### src/design/lps_map.svh
// Purpose: register indices, field positions, reset values and divider counts
// Assumes: 32-bit apb, one register per aligned word, byte address is index * 4
// Notes:   definitions only
`ifndef LPS_MAP_SVH
`define LPS_MAP_SVH

// register indices (byte address = index * 4)
`define SYSOPT_IDX      8'h11
`define MODESTAT_IDX    8'h12

// system options fields
`define LV_FLAG_BIT     7
`define LV_INT_EN_BIT   6
`define LV_PWR_BIT      5
`define BUS_CLK_SEL_BIT 4
`define IRQ_SENSE_BIT   3
`define SYSOPT_RESET    8'h00

// mode status fields
`define STAT_MODE_LSB   0
`define STAT_IRQ_BIT    2
`define STAT_LVI_BIT    3

// divider terminal counts for the bus tick
`define DIV_FAST_LAST   2'h1
`define DIV_SLOW_LAST   2'h3

`endif

### src/design/lps_pkg.sv
// Purpose: shared types of the low power and system options block
// Assumes: nothing
// Notes:   numbers live in lps_map.svh
package lps_pkg;

  typedef enum logic [1:0] {
    MODE_RUN,
    MODE_WAIT,
    MODE_HALT
  } power_mode_t;

endpackage

### src/design/clk_div_if.sv
// Purpose: links the control block to the bus clock divider
// Assumes: single clock domain
// Notes:   ctrl drives run and slow, div returns the ticks
`timescale 1ns/100ps
interface clk_div_if;
  logic run;
  logic slow;
  logic bus_tick;
  logic tone_tick;

  modport ctrl (output run, output slow, input bus_tick, input tone_tick);
  modport div  (input run, input slow, output bus_tick, output tone_tick);
endinterface

### src/design/clock_divider.sv
// Purpose: bus tick at osc/2 or osc/4, tone tick at osc/2 while run is high
// Assumes: clock is the oscillator; run low means oscillator stopped
// Notes:   ticks are one-cycle pulses from flip-flops
`timescale 1ns/100ps
`include "lps_map.svh"
module clock_divider #(
  parameter int CNT_W = 2
) (
  input  wire logic clock,
  input  wire logic reset,
  clk_div_if.div    cd
);

  generate
    if (CNT_W != 2) begin : g_bad_width
      $error("clock_divider: CNT_W must be 2");
    end
  endgenerate

  localparam logic [CNT_W-1:0] FAST_LAST = `DIV_FAST_LAST;

  logic [CNT_W-1:0] cnt_r;
  logic             bus_tick_r;
  logic             tone_tick_r;
  logic             bus_hit;

  // terminal count depends on the slow select
  assign bus_hit = cd.slow ? (cnt_r == `DIV_SLOW_LAST) : (cnt_r[0] == FAST_LAST[0]);

  // count only while the oscillator runs
  always_ff @(posedge clock or posedge reset) begin
    if (reset) begin
      cnt_r       <= '0;
      bus_tick_r  <= 1'b0;
      tone_tick_r <= 1'b0;
    end else begin
      cnt_r       <= cd.run ? cnt_r + 2'h1 : cnt_r;
      bus_tick_r  <= cd.run & bus_hit;
      tone_tick_r <= cd.run & cnt_r[0];
    end
  end

  assign cd.bus_tick  = bus_tick_r;
  assign cd.tone_tick = tone_tick_r;

  property p_slow_gap;
    @(posedge clock) disable iff (reset)
    (bus_tick_r && cd.slow && cd.run) |=> !bus_tick_r;
  endproperty
  a_slow_gap: assert property (p_slow_gap) else $error("bus tick too fast in slow mode");

  property p_tone_steady;
    @(posedge clock) disable iff (reset)
    (cd.run && $past(cd.run) && $past(cd.run, 2) && !$past(reset) && !$past(reset, 2))
      |-> (tone_tick_r != $past(tone_tick_r));
  endproperty
  a_tone_steady: assert property (p_tone_steady) else $error("tone tick not osc/2");

endmodule

### src/design/low_power_system_options.sv
// Purpose: halt and wait mode control, system options register, reset pin
// Assumes: clock is the oscillator; all inputs synchronous; apb slave
// Notes:   zero-wait apb, read data sampled in the setup cycle
//
// Design decision made here: the APB slave port.
`timescale 1ns/100ps
`include "lps_map.svh"

// What this block does
// - halt stops oscillator, timers and tone
// - halt entry clears timer flags and enables
// - halt entry clears cpu interrupt mask
// - only pin, keyboard, low-voltage interrupts wake halt
// - halt disabled option makes halt a no-op
// - wait stops cpu only; timers and tone keep running
// - any enabled interrupt or reset ends wait
// - wait entry clears cpu interrupt mask
// - one 8-bit options register, resets zero
// - low-voltage flag needs option, power, enable
// - clearing enable clears flag; setting rearms
// - flag with mask clear requests interrupt
// - bus clock select: osc/4 set, osc/2 clear
// - tone clock stays osc/2 except in halt
// - sensitivity bit: edge and level, else edge
// - detector usable only with reset option fitted
// - low reset pin forces known state
// - low-voltage reset drives reset pin open-drain
// - port lines are inputs during reset
module low_power_system_options
  import lps_pkg::*;
#(
  parameter int HALT_ENABLE = 1,
  parameter int LVR_FITTED  = 1
) (
  input  wire logic        clock,
  input  wire logic        reset,
  input  wire logic        psel,
  input  wire logic        penable,
  input  wire logic        pwrite,
  input  wire logic [7:0]  paddr,
  input  wire logic [31:0] pwdata,
  output logic      [31:0] prdata,
  output logic             pready,
  output logic             pslverr,
  input  wire logic        halt_req,
  input  wire logic        wait_req,
  input  wire logic        int_mask,
  input  wire logic        irq_pin,
  input  wire logic        irq_ack,
  input  wire logic        kbd_int_req,
  input  wire logic        core_timer_int_req,
  input  wire logic        timer16_int_req,
  input  wire logic        low_voltage_detect,
  input  wire logic        lvr_detect,
  input  wire logic        reset_pin_in,
  output logic             reset_pin_out,
  output logic             reset_pin_oe,
  output logic             system_reset,
  output logic             ports_as_inputs,
  output logic             osc_enable,
  output logic             cpu_run,
  output logic             timers_run,
  output logic             tone_run,
  output logic             timer_irq_clear,
  output logic             int_mask_clear,
  output logic             irq_int_req,
  output logic             low_voltage_interrupt,
  output logic             bus_tick,
  output logic             tone_tick
);

  generate
    if ((HALT_ENABLE != 0 && HALT_ENABLE != 1) || (LVR_FITTED != 0 && LVR_FITTED != 1))
    begin : g_bad_option
      $error("low_power_system_options: options must be 0 or 1");
    end
  endgenerate

  power_mode_t mode_r;
  power_mode_t mode_nxt;
  logic        lv_flag_r;
  logic        lv_int_en_r;
  logic        lv_pwr_r;
  logic        bus_clk_sel_r;
  logic        irq_sense_r;
  logic        irq_prev_r;
  logic        irq_latch_r;
  logic        irq_int_req_r;
  logic        lvi_req_r;
  logic        osc_enable_r;
  logic        cpu_run_r;
  logic        timers_run_r;
  logic        tone_run_r;
  logic        timer_irq_clear_r;
  logic        int_mask_clear_r;
  logic        system_reset_r;
  logic        ports_in_r;
  logic        reset_pin_oe_r;
  logic        reset_pin_out_r;
  logic        pready_r;
  logic        pslverr_r;
  logic [31:0] prdata_r;

  clk_div_if cd ();

  // bus decode
  logic        setup_cyc;
  logic        access_cyc;
  logic        word_ok;
  logic        hit_sysopt;
  logic        hit_stat;
  logic        wr_sysopt;
  logic [7:0]  sysopt_rd;
  logic [7:0]  stat_rd;
  logic [31:0] rd_data;

  assign setup_cyc  = psel & ~penable;
  assign access_cyc = psel & penable & pready_r;
  assign word_ok    = (paddr[1:0] == 2'h0);
  assign hit_sysopt = word_ok & (paddr[7:2] == 6'(`SYSOPT_IDX));
  assign hit_stat   = word_ok & (paddr[7:2] == 6'(`MODESTAT_IDX));
  assign wr_sysopt  = access_cyc & pwrite & hit_sysopt & ~pslverr_r;

  // read images; low option bits are constant zero
  assign sysopt_rd = {lv_flag_r, lv_int_en_r, lv_pwr_r, bus_clk_sel_r, irq_sense_r, 3'h0};
  assign stat_rd   = {4'h0, lvi_req_r, irq_int_req_r, mode_r};
  assign rd_data   = hit_sysopt ? {24'h0, sysopt_rd} : (hit_stat ? {24'h0, stat_rd} : 32'h0);

  // internal reset sources: pin low or low-voltage reset
  logic soft_reset;
  assign soft_reset = ~reset_pin_in | lvr_detect;

  // options register next values; flag only bit is not writable
  logic lv_int_en_nxt;
  logic lv_pwr_nxt;
  logic bus_clk_sel_nxt;
  logic irq_sense_nxt;
  logic lv_set;
  logic lv_flag_nxt;

  assign lv_int_en_nxt   = soft_reset ? 1'b0 : (wr_sysopt ? pwdata[`LV_INT_EN_BIT] : lv_int_en_r);
  assign lv_pwr_nxt      = soft_reset ? 1'b0 : (wr_sysopt ? pwdata[`LV_PWR_BIT] : lv_pwr_r);
  assign bus_clk_sel_nxt = soft_reset ? 1'b0 :
                           (wr_sysopt ? pwdata[`BUS_CLK_SEL_BIT] : bus_clk_sel_r);
  assign irq_sense_nxt   = soft_reset ? 1'b0 :
                           (wr_sysopt ? pwdata[`IRQ_SENSE_BIT] : irq_sense_r);
  // detector shares the reset reference, so it only works with that option
  assign lv_set      = (LVR_FITTED != 0) & lv_pwr_r & lv_int_en_r & low_voltage_detect;
  assign lv_flag_nxt = lv_int_en_nxt & (lv_flag_r | lv_set);

  // options register
  always_ff @(posedge clock or posedge reset) begin
    if (reset) begin
      lv_flag_r     <= 1'(`SYSOPT_RESET >> `LV_FLAG_BIT);
      lv_int_en_r   <= 1'b0;
      lv_pwr_r      <= 1'b0;
      bus_clk_sel_r <= 1'b0;
      irq_sense_r   <= 1'b0;
    end else begin
      lv_flag_r     <= lv_flag_nxt;
      lv_int_en_r   <= lv_int_en_nxt;
      lv_pwr_r      <= lv_pwr_nxt;
      bus_clk_sel_r <= bus_clk_sel_nxt;
      irq_sense_r   <= irq_sense_nxt;
    end
  end

  // external pin: falling edge latched, low level added when selected
  logic irq_edge;
  logic irq_latch_nxt;
  logic irq_req_nxt;
  assign irq_edge      = irq_prev_r & ~irq_pin;
  assign irq_latch_nxt = ~soft_reset & (irq_edge | (irq_latch_r & ~irq_ack)); // set wins
  assign irq_req_nxt   = irq_latch_nxt | (~soft_reset & irq_sense_r & ~irq_pin);

  always_ff @(posedge clock or posedge reset) begin
    if (reset) begin
      irq_prev_r    <= 1'b1;
      irq_latch_r   <= 1'b0;
      irq_int_req_r <= 1'b0;
      lvi_req_r     <= 1'b0;
    end else begin
      irq_prev_r    <= irq_pin;
      irq_latch_r   <= irq_latch_nxt;
      irq_int_req_r <= irq_req_nxt;
      lvi_req_r     <= lv_flag_nxt & ~int_mask;
    end
  end

  // wake conditions per low-power mode
  logic wake_halt;
  logic wake_wait;
  logic enter_halt;
  logic enter_wait;
  assign wake_halt  = irq_int_req_r | kbd_int_req | lvi_req_r;
  assign wake_wait  = wake_halt | core_timer_int_req | timer16_int_req;
  assign enter_halt = ~soft_reset & (mode_r == MODE_RUN) & halt_req & (HALT_ENABLE != 0);
  assign enter_wait = ~soft_reset & (mode_r == MODE_RUN) & wait_req & ~enter_halt &
                      ~(halt_req & (HALT_ENABLE != 0));

  // mode sequencing; any reset returns to run
  always_comb begin
    mode_nxt = mode_r;
    case (mode_r)
      MODE_RUN: begin
        if (enter_halt) begin
          mode_nxt = MODE_HALT;
        end else if (enter_wait) begin
          mode_nxt = MODE_WAIT;
        end
      end
      MODE_HALT: begin
        if (wake_halt) begin
          mode_nxt = MODE_RUN;
        end
      end
      MODE_WAIT: begin
        if (wake_wait) begin
          mode_nxt = MODE_RUN;
        end
      end
      default: mode_nxt = MODE_RUN;
    endcase
    if (soft_reset) begin
      mode_nxt = MODE_RUN;
    end
  end

  // mode register and the run enables it steers
  always_ff @(posedge clock or posedge reset) begin
    if (reset) begin
      mode_r            <= MODE_RUN;
      osc_enable_r      <= 1'b1;
      cpu_run_r         <= 1'b1;
      timers_run_r      <= 1'b1;
      tone_run_r        <= 1'b1;
      timer_irq_clear_r <= 1'b0;
      int_mask_clear_r  <= 1'b0;
    end else begin
      mode_r            <= mode_nxt;
      osc_enable_r      <= (mode_nxt != MODE_HALT);
      cpu_run_r         <= (mode_nxt == MODE_RUN);
      timers_run_r      <= (mode_nxt != MODE_HALT);
      tone_run_r        <= (mode_nxt != MODE_HALT);
      timer_irq_clear_r <= enter_halt;
      int_mask_clear_r  <= enter_halt | enter_wait;
    end
  end

  // reset pin and port direction control
  always_ff @(posedge clock or posedge reset) begin
    if (reset) begin
      system_reset_r  <= 1'b1;
      ports_in_r      <= 1'b1;
      reset_pin_oe_r  <= 1'b0;
      reset_pin_out_r <= 1'b0;
    end else begin
      system_reset_r  <= soft_reset;
      ports_in_r      <= soft_reset;
      reset_pin_oe_r  <= lvr_detect;
      reset_pin_out_r <= 1'b0;
    end
  end

  // apb answer: ready in the first access cycle
  always_ff @(posedge clock or posedge reset) begin
    if (reset) begin
      pready_r  <= 1'b0;
      pslverr_r <= 1'b0;
      prdata_r  <= 32'h0;
    end else begin
      pready_r  <= setup_cyc;
      pslverr_r <= setup_cyc & ~(hit_sysopt | hit_stat);
      prdata_r  <= (setup_cyc & ~pwrite) ? rd_data : 32'h0;
    end
  end

  assign cd.run  = osc_enable_r;
  assign cd.slow = bus_clk_sel_r;

  clock_divider #(
    .CNT_W (2)
  ) u_div (
    .clock (clock),
    .reset (reset),
    .cd    (cd)
  );

  assign prdata                = prdata_r;
  assign pready                = pready_r;
  assign pslverr               = pslverr_r;
  assign reset_pin_out         = reset_pin_out_r;
  assign reset_pin_oe          = reset_pin_oe_r;
  assign system_reset          = system_reset_r;
  assign ports_as_inputs       = ports_in_r;
  assign osc_enable            = osc_enable_r;
  assign cpu_run               = cpu_run_r;
  assign timers_run            = timers_run_r;
  assign tone_run              = tone_run_r;
  assign timer_irq_clear       = timer_irq_clear_r;
  assign int_mask_clear        = int_mask_clear_r;
  assign irq_int_req           = irq_int_req_r;
  assign low_voltage_interrupt = lvi_req_r;
  assign bus_tick              = cd.bus_tick;
  assign tone_tick             = cd.tone_tick;

  // checks on mode control
  property p_halt_stop;
    @(posedge clock) disable iff (reset)
    enter_halt |=> !osc_enable_r && !timers_run_r && !cpu_run_r;
  endproperty
  a_halt_stop: assert property (p_halt_stop) else $error("halt left clocks running");

  property p_halt_clear;
    @(posedge clock) disable iff (reset)
    enter_halt |=> timer_irq_clear_r ##1 !timer_irq_clear_r;
  endproperty
  a_halt_clear: assert property (p_halt_clear) else $error("timer clear pulse wrong");

  property p_halt_mask;
    @(posedge clock) disable iff (reset)
    enter_halt |=> int_mask_clear_r && mode_r == MODE_HALT;
  endproperty
  a_halt_mask: assert property (p_halt_mask) else $error("mask not cleared on halt");

  property p_halt_hold;
    @(posedge clock) disable iff (reset)
    (mode_r == MODE_HALT && !wake_halt && !soft_reset) |=> mode_r == MODE_HALT;
  endproperty
  a_halt_hold: assert property (p_halt_hold) else $error("halt left without wake");

  property p_halt_nop;
    @(posedge clock) disable iff (reset)
    (HALT_ENABLE == 0 && mode_r == MODE_RUN && halt_req && !wait_req) |=> mode_r == MODE_RUN;
  endproperty
  a_halt_nop: assert property (p_halt_nop) else $error("disabled halt not a no-op");

  property p_wait_run;
    @(posedge clock) disable iff (reset)
    mode_r == MODE_WAIT |-> timers_run_r && tone_run_r && osc_enable_r && !cpu_run_r;
  endproperty
  a_wait_run: assert property (p_wait_run) else $error("wait run enables wrong");

  property p_wait_exit;
    @(posedge clock) disable iff (reset)
    (mode_r == MODE_WAIT && (core_timer_int_req || timer16_int_req)) |=> mode_r == MODE_RUN;
  endproperty
  a_wait_exit: assert property (p_wait_exit) else $error("wait not left on timer");

  property p_wait_mask;
    @(posedge clock) disable iff (reset)
    enter_wait |=> int_mask_clear_r && mode_r == MODE_WAIT;
  endproperty
  a_wait_mask: assert property (p_wait_mask) else $error("mask not cleared on wait");

  // checks on options register and pins
  property p_lv_cause;
    @(posedge clock) disable iff (reset)
    $rose(lv_flag_r) |-> $past(LVR_FITTED != 0 && low_voltage_detect && lv_pwr_r && lv_int_en_r);
  endproperty
  a_lv_cause: assert property (p_lv_cause) else $error("flag set without cause");

  property p_lv_clear;
    @(posedge clock) disable iff (reset)
    !lv_int_en_r |-> !lv_flag_r;
  endproperty
  a_lv_clear: assert property (p_lv_clear) else $error("flag set while disabled");

  property p_lv_req;
    @(posedge clock) disable iff (reset)
    ##1 (lvi_req_r == (lv_flag_r && !$past(int_mask)));
  endproperty
  a_lv_req: assert property (p_lv_req) else $error("low-voltage request wrong");

  property p_irq_level;
    @(posedge clock) disable iff (reset)
    (irq_sense_r && !irq_pin && !soft_reset) |=> irq_int_req_r;
  endproperty
  a_irq_level: assert property (p_irq_level) else $error("level request missed");

  property p_pin_reset;
    @(posedge clock) disable iff (reset)
    !reset_pin_in |=> system_reset_r && ports_in_r && mode_r == MODE_RUN && !lv_int_en_r;
  endproperty
  a_pin_reset: assert property (p_pin_reset) else $error("pin reset not applied");

  property p_pin_drive;
    @(posedge clock) disable iff (reset)
    ##1 (reset_pin_oe_r == $past(lvr_detect)) && !reset_pin_out_r;
  endproperty
  a_pin_drive: assert property (p_pin_drive) else $error("reset pin drive wrong");

  property p_low_zero;
    @(posedge clock) disable iff (reset)
    (pready_r && hit_sysopt) |-> prdata_r[2:0] == 3'h0;
  endproperty
  a_low_zero: assert property (p_low_zero) else $error("low option bits not zero");

  c_halt_wake: cover property (@(posedge clock) disable iff (reset)
    mode_r == MODE_HALT ##1 mode_r == MODE_RUN);
  c_wait_wake: cover property (@(posedge clock) disable iff (reset)
    mode_r == MODE_WAIT ##1 mode_r == MODE_RUN);
  c_lv_flag: cover property (@(posedge clock) disable iff (reset) $rose(lv_flag_r));

endmodule

### config.mk
export PLATFORM = sky130hd
export DESIGN_NAME = low_power_system_options
export DESIGN_NICKNAME = d
export VERILOG_FILES = /design/src/design/lps_pkg.sv /design/src/design/clk_div_if.sv /design/src/design/clock_divider.sv /design/src/design/low_power_system_options.sv
export VERILOG_INCLUDE_DIRS = /design/src /design/src/design
export SDC_FILE = /design/constraint.sdc
export NUM_CORES = 1
export LEC_CHECK = 0
export BUFFER_PORTS_ARGS = -buffer_cell sky130_fd_sc_hd__buf_4
export CAP_MARGIN = 20
export CORE_ASPECT_RATIO = 0.8
export CORE_MARGIN = 8
export CORE_UTILIZATION = 40
export DETAILED_ROUTE_END_ITERATION = 8
export PLACE_DENSITY = 0.86
export SLEW_MARGIN = 10
export SYNTH_ARGS = -nofsm -noshare
export SYNTH_HDL_FRONTEND = slang
export SYNTH_HIERARCHICAL = 1
export SYNTH_SLANG_ARGS = --single-unit
### constraint.sdc
create_clock -name clock -period 1.45 [get_ports clock]
set_input_delay 0.0725 -clock clock [delete_from_list [all_inputs] [get_ports clock]]
set_output_delay 0.0725 -clock clock [all_outputs]
set_load 0.005 [all_outputs]
==> results.json <==
{
  "grt_pass1_wl_mm": 5.41,
  "min_period_ns": 1.37,
  "syn_area_sq_mm": 0.00144,
  "drt_iter0_markers": 41,
  "synthTopCellsByCount": "buf_4, dfrtp_1, a21oi_1, inv_1, nor2_1",
  "p_leak_nw": 0.958,
  "synthArstFlopShare": 1.00,
  "ys_ff_latch": 31,
  "synthTopCellsByArea": "dfrtp_1, buf_4, dfstp_2",
  "drcViolationCount": 0,
  "yosys.area_share.adder": 0.00867,
  "cts-root-buf": "clkbuf_8",
  "stdcell_area_sq_mm": 0.00193,
  "fin_worst_skew_ns": 0.00301,
  "area_delta_synth_final_pct": 34.0,
  "tns_ns": 0,
  "antenna_left": 0,
  "gp_congestion": 0.782,
  "synth_cells": 132,
  "use_met2": 0.196,
  "cts.clk_slew.worst_paths_ns": 0.06,
  "placed_cells": 225,
  "top_usage_layer": "met2",
  "vias_per_cell": 4.67,
  "synth.most_common_cell": "buf_4",
  "hpwl_mm": 2.65,
  "setup_viol": 0,
  "synth_top_family_by_area": "simple AND/OR/NAND/NOR gates",
  "grt_max_degree": 28,
  "crit_path_end_kind": "flop",
  "clockBufferDepth": 2,
  "setup_ws_ns": 0.0780,
  "die_w_um": 83.1,
  "initial_utilization": 0.419,
  "vdd.ir_drop.worst_mv": 0.458,
  "tritoncts": "built",
  "antenna_found_initial": 0,
  "gr-usage-met3": 0.0563,
  "numPortBuffers": 50,
  "synthMuxAreaShare": 0.0243,
  "io_pins": 104,
  "synthFlopType": "dfrtp_1",
  "fill_cells": 288,
  "cts_buffers": 5,
  "grt.total_usage": 0.114,
  "synth_top_area_cell": "dfrtp_1",
  "largest_reg_flops": 8,
  "wire_per_inst_um": 13.9,
  "total_power_mw": 2.03,
  "min_path_type": "in2reg",
  "drv_slew": 0,
  "crit_required_ns": 1.65,
  "grt.overflow.total": 0,
  "yosys.area_share.simple": 0.180,
  "fmax_ghz": 0.729,
  "synth_top_area_share": 0.468,
  "cts.sinks": 31,
  "grt_pass1_vias": 1199,
  "die_area_sq_mm": 0.00580,
  "place_area_sq_mm": 0.00179,
  "pre_cts_slack_ns": -0.110,
  "crit_type": "in2reg",
  "grt_util_met1": 0.116,
  "vias": 1101,
  "drive_gt1_frac": 0.392,
  "syn_area_per_cell_sq_um": 10.9,
  "post_cts_buffers": 0,
  "post-route-period-util": 0.946,
  "synth_edf_count": 0,
  "wl_mm": 3.29,
  "p_per_area_mw_per_mm2": 1050,
  "num_rows": 19,
  "critical_path.max_fanout": 7,
  "yosysWarnings": 6,
  "yosys.cell_types.count": 36,
  "final_cells": 236,
  "final_net_count": 250,
  "maxCapViolations": 0,
  "htree_levels": 2,
  "rsz0062_at_grt": "false",
  "hold_violations": 0,
  "synth_compound_area_frac": 0.0685,
  "synth_xor_area_frac": 0.00607,
  "coreArea_sq_mm": 0.00345,
  "insertion_delay_ns": 0.27,
  "status": "finished clean",
  "die_y_um": 69.7,
  "diodes": 0,
  "seq_area_frac_synth": 0.541,
  "critPathArrivalTime_ns": 1.57,
  "worst_setup_path_start_kind": "input pin",
  "firstDrtPassIters": 4
}
layer usage:
metal	part of all wire	up-vias
met5	0	-
met4	0.023	0
met3	0.083	9
met2	0.51	45
met1	0.39	530
li1	-	517
stage by stage:
stage | hold slack [ns] | util
after floorplan | -0.161 | -
after global placement | -0.0263 | 0.520
after detailed placement | -0.0187 | 0.520
after CTS | 0.000292 | 0.558
after global routing | 0.0141 | 0.561
final | 0.00244 | 0.561
critical path, cell delays in order:
cell and delay, ns:
dlygate4sd3_1 0.54, buf_4 0.14, nor2b_1 0.17, inv_1 0.16
or3_1 0.36, a21oi_1 0.12
final timing paths:
check	startpoint	end	slack (ns)	cells past startpoint
min in group asynchronous	reset	u_div/cd.tone_tick$_DFF_PP0_	0.25	3
worst min register to register	lv_flag_r$_DFF_PP0_	prdata[7]$_DFF_PP0_	0.48	1
worst min-delay path	pwrite	prdata[3]$_DFF_PP0_	0.002	2
worst max register to register	mode_r[1]$_DFF_PP0_	cpu_run$_DFF_PP1_	0.15	4
max in group asynchronous	reset	cpu_run$_DFF_PP1_	0.72	4
worst max-delay path	lvr_detect	low_voltage_interrupt$_DFF_PP0_	0.08	6
logic make-up (layout without fill, tap and decap cells):
group	count (synthesis)	in the layout
simple gates	41	41
mux	3	3
xor+xnor	1	1
buf+inv	37	75
flops	31	31
other cells	1	25
fa+ha+maj	1	1
compound gates	17	17
timing repair:
action	in CTS	in global routing
hold buffers	3	0
gates resized for setup	0	3
endpoints found under the setup margin	0	6
hold endpoints to repair	29	0
layout by cell type (no fill, tap or decap), types with 2 or more instances in the layout:
master / count
buf_4: 56
inv_1: 8
nor3_1: 2
and2_1: 4
o21ai_0: 3
clkbuf_8: 7
dfrtp_1: 27
dfstp_2: 4
nor2_1: 6
nor4_1: 2
nand3b_1: 2
conb_1: 25
mux2i_1: 2
nand4_1: 2
nand2b_1: 4
dlygate4sd3_1: 3
nor2b_1: 2
or3_1: 2
a21oi_1: 8
nand3_1: 5
final cells by class:
cell class                 count  area (sq um)  share of cell area
sequential                    31           781               0.404
multi-input combinational     88           519               0.269
inverter                       8          30.0              0.0155
timing repair buffer          59           450               0.233
tap                           42          52.6              0.0272
clock buffer                   8           100              0.0518
power by group:
part | total, mW | internal [mW] | switching (mW) | leakage (nW)
Combinational | 0.319 | 0.192 | 0.128 | 0.503
Clock | 0.722 | 0.432 | 0.290 | 0.0515
Sequential | 0.987 | 0.942 | 0.0455 | 0.404
(Power assumes the default switching activity.)
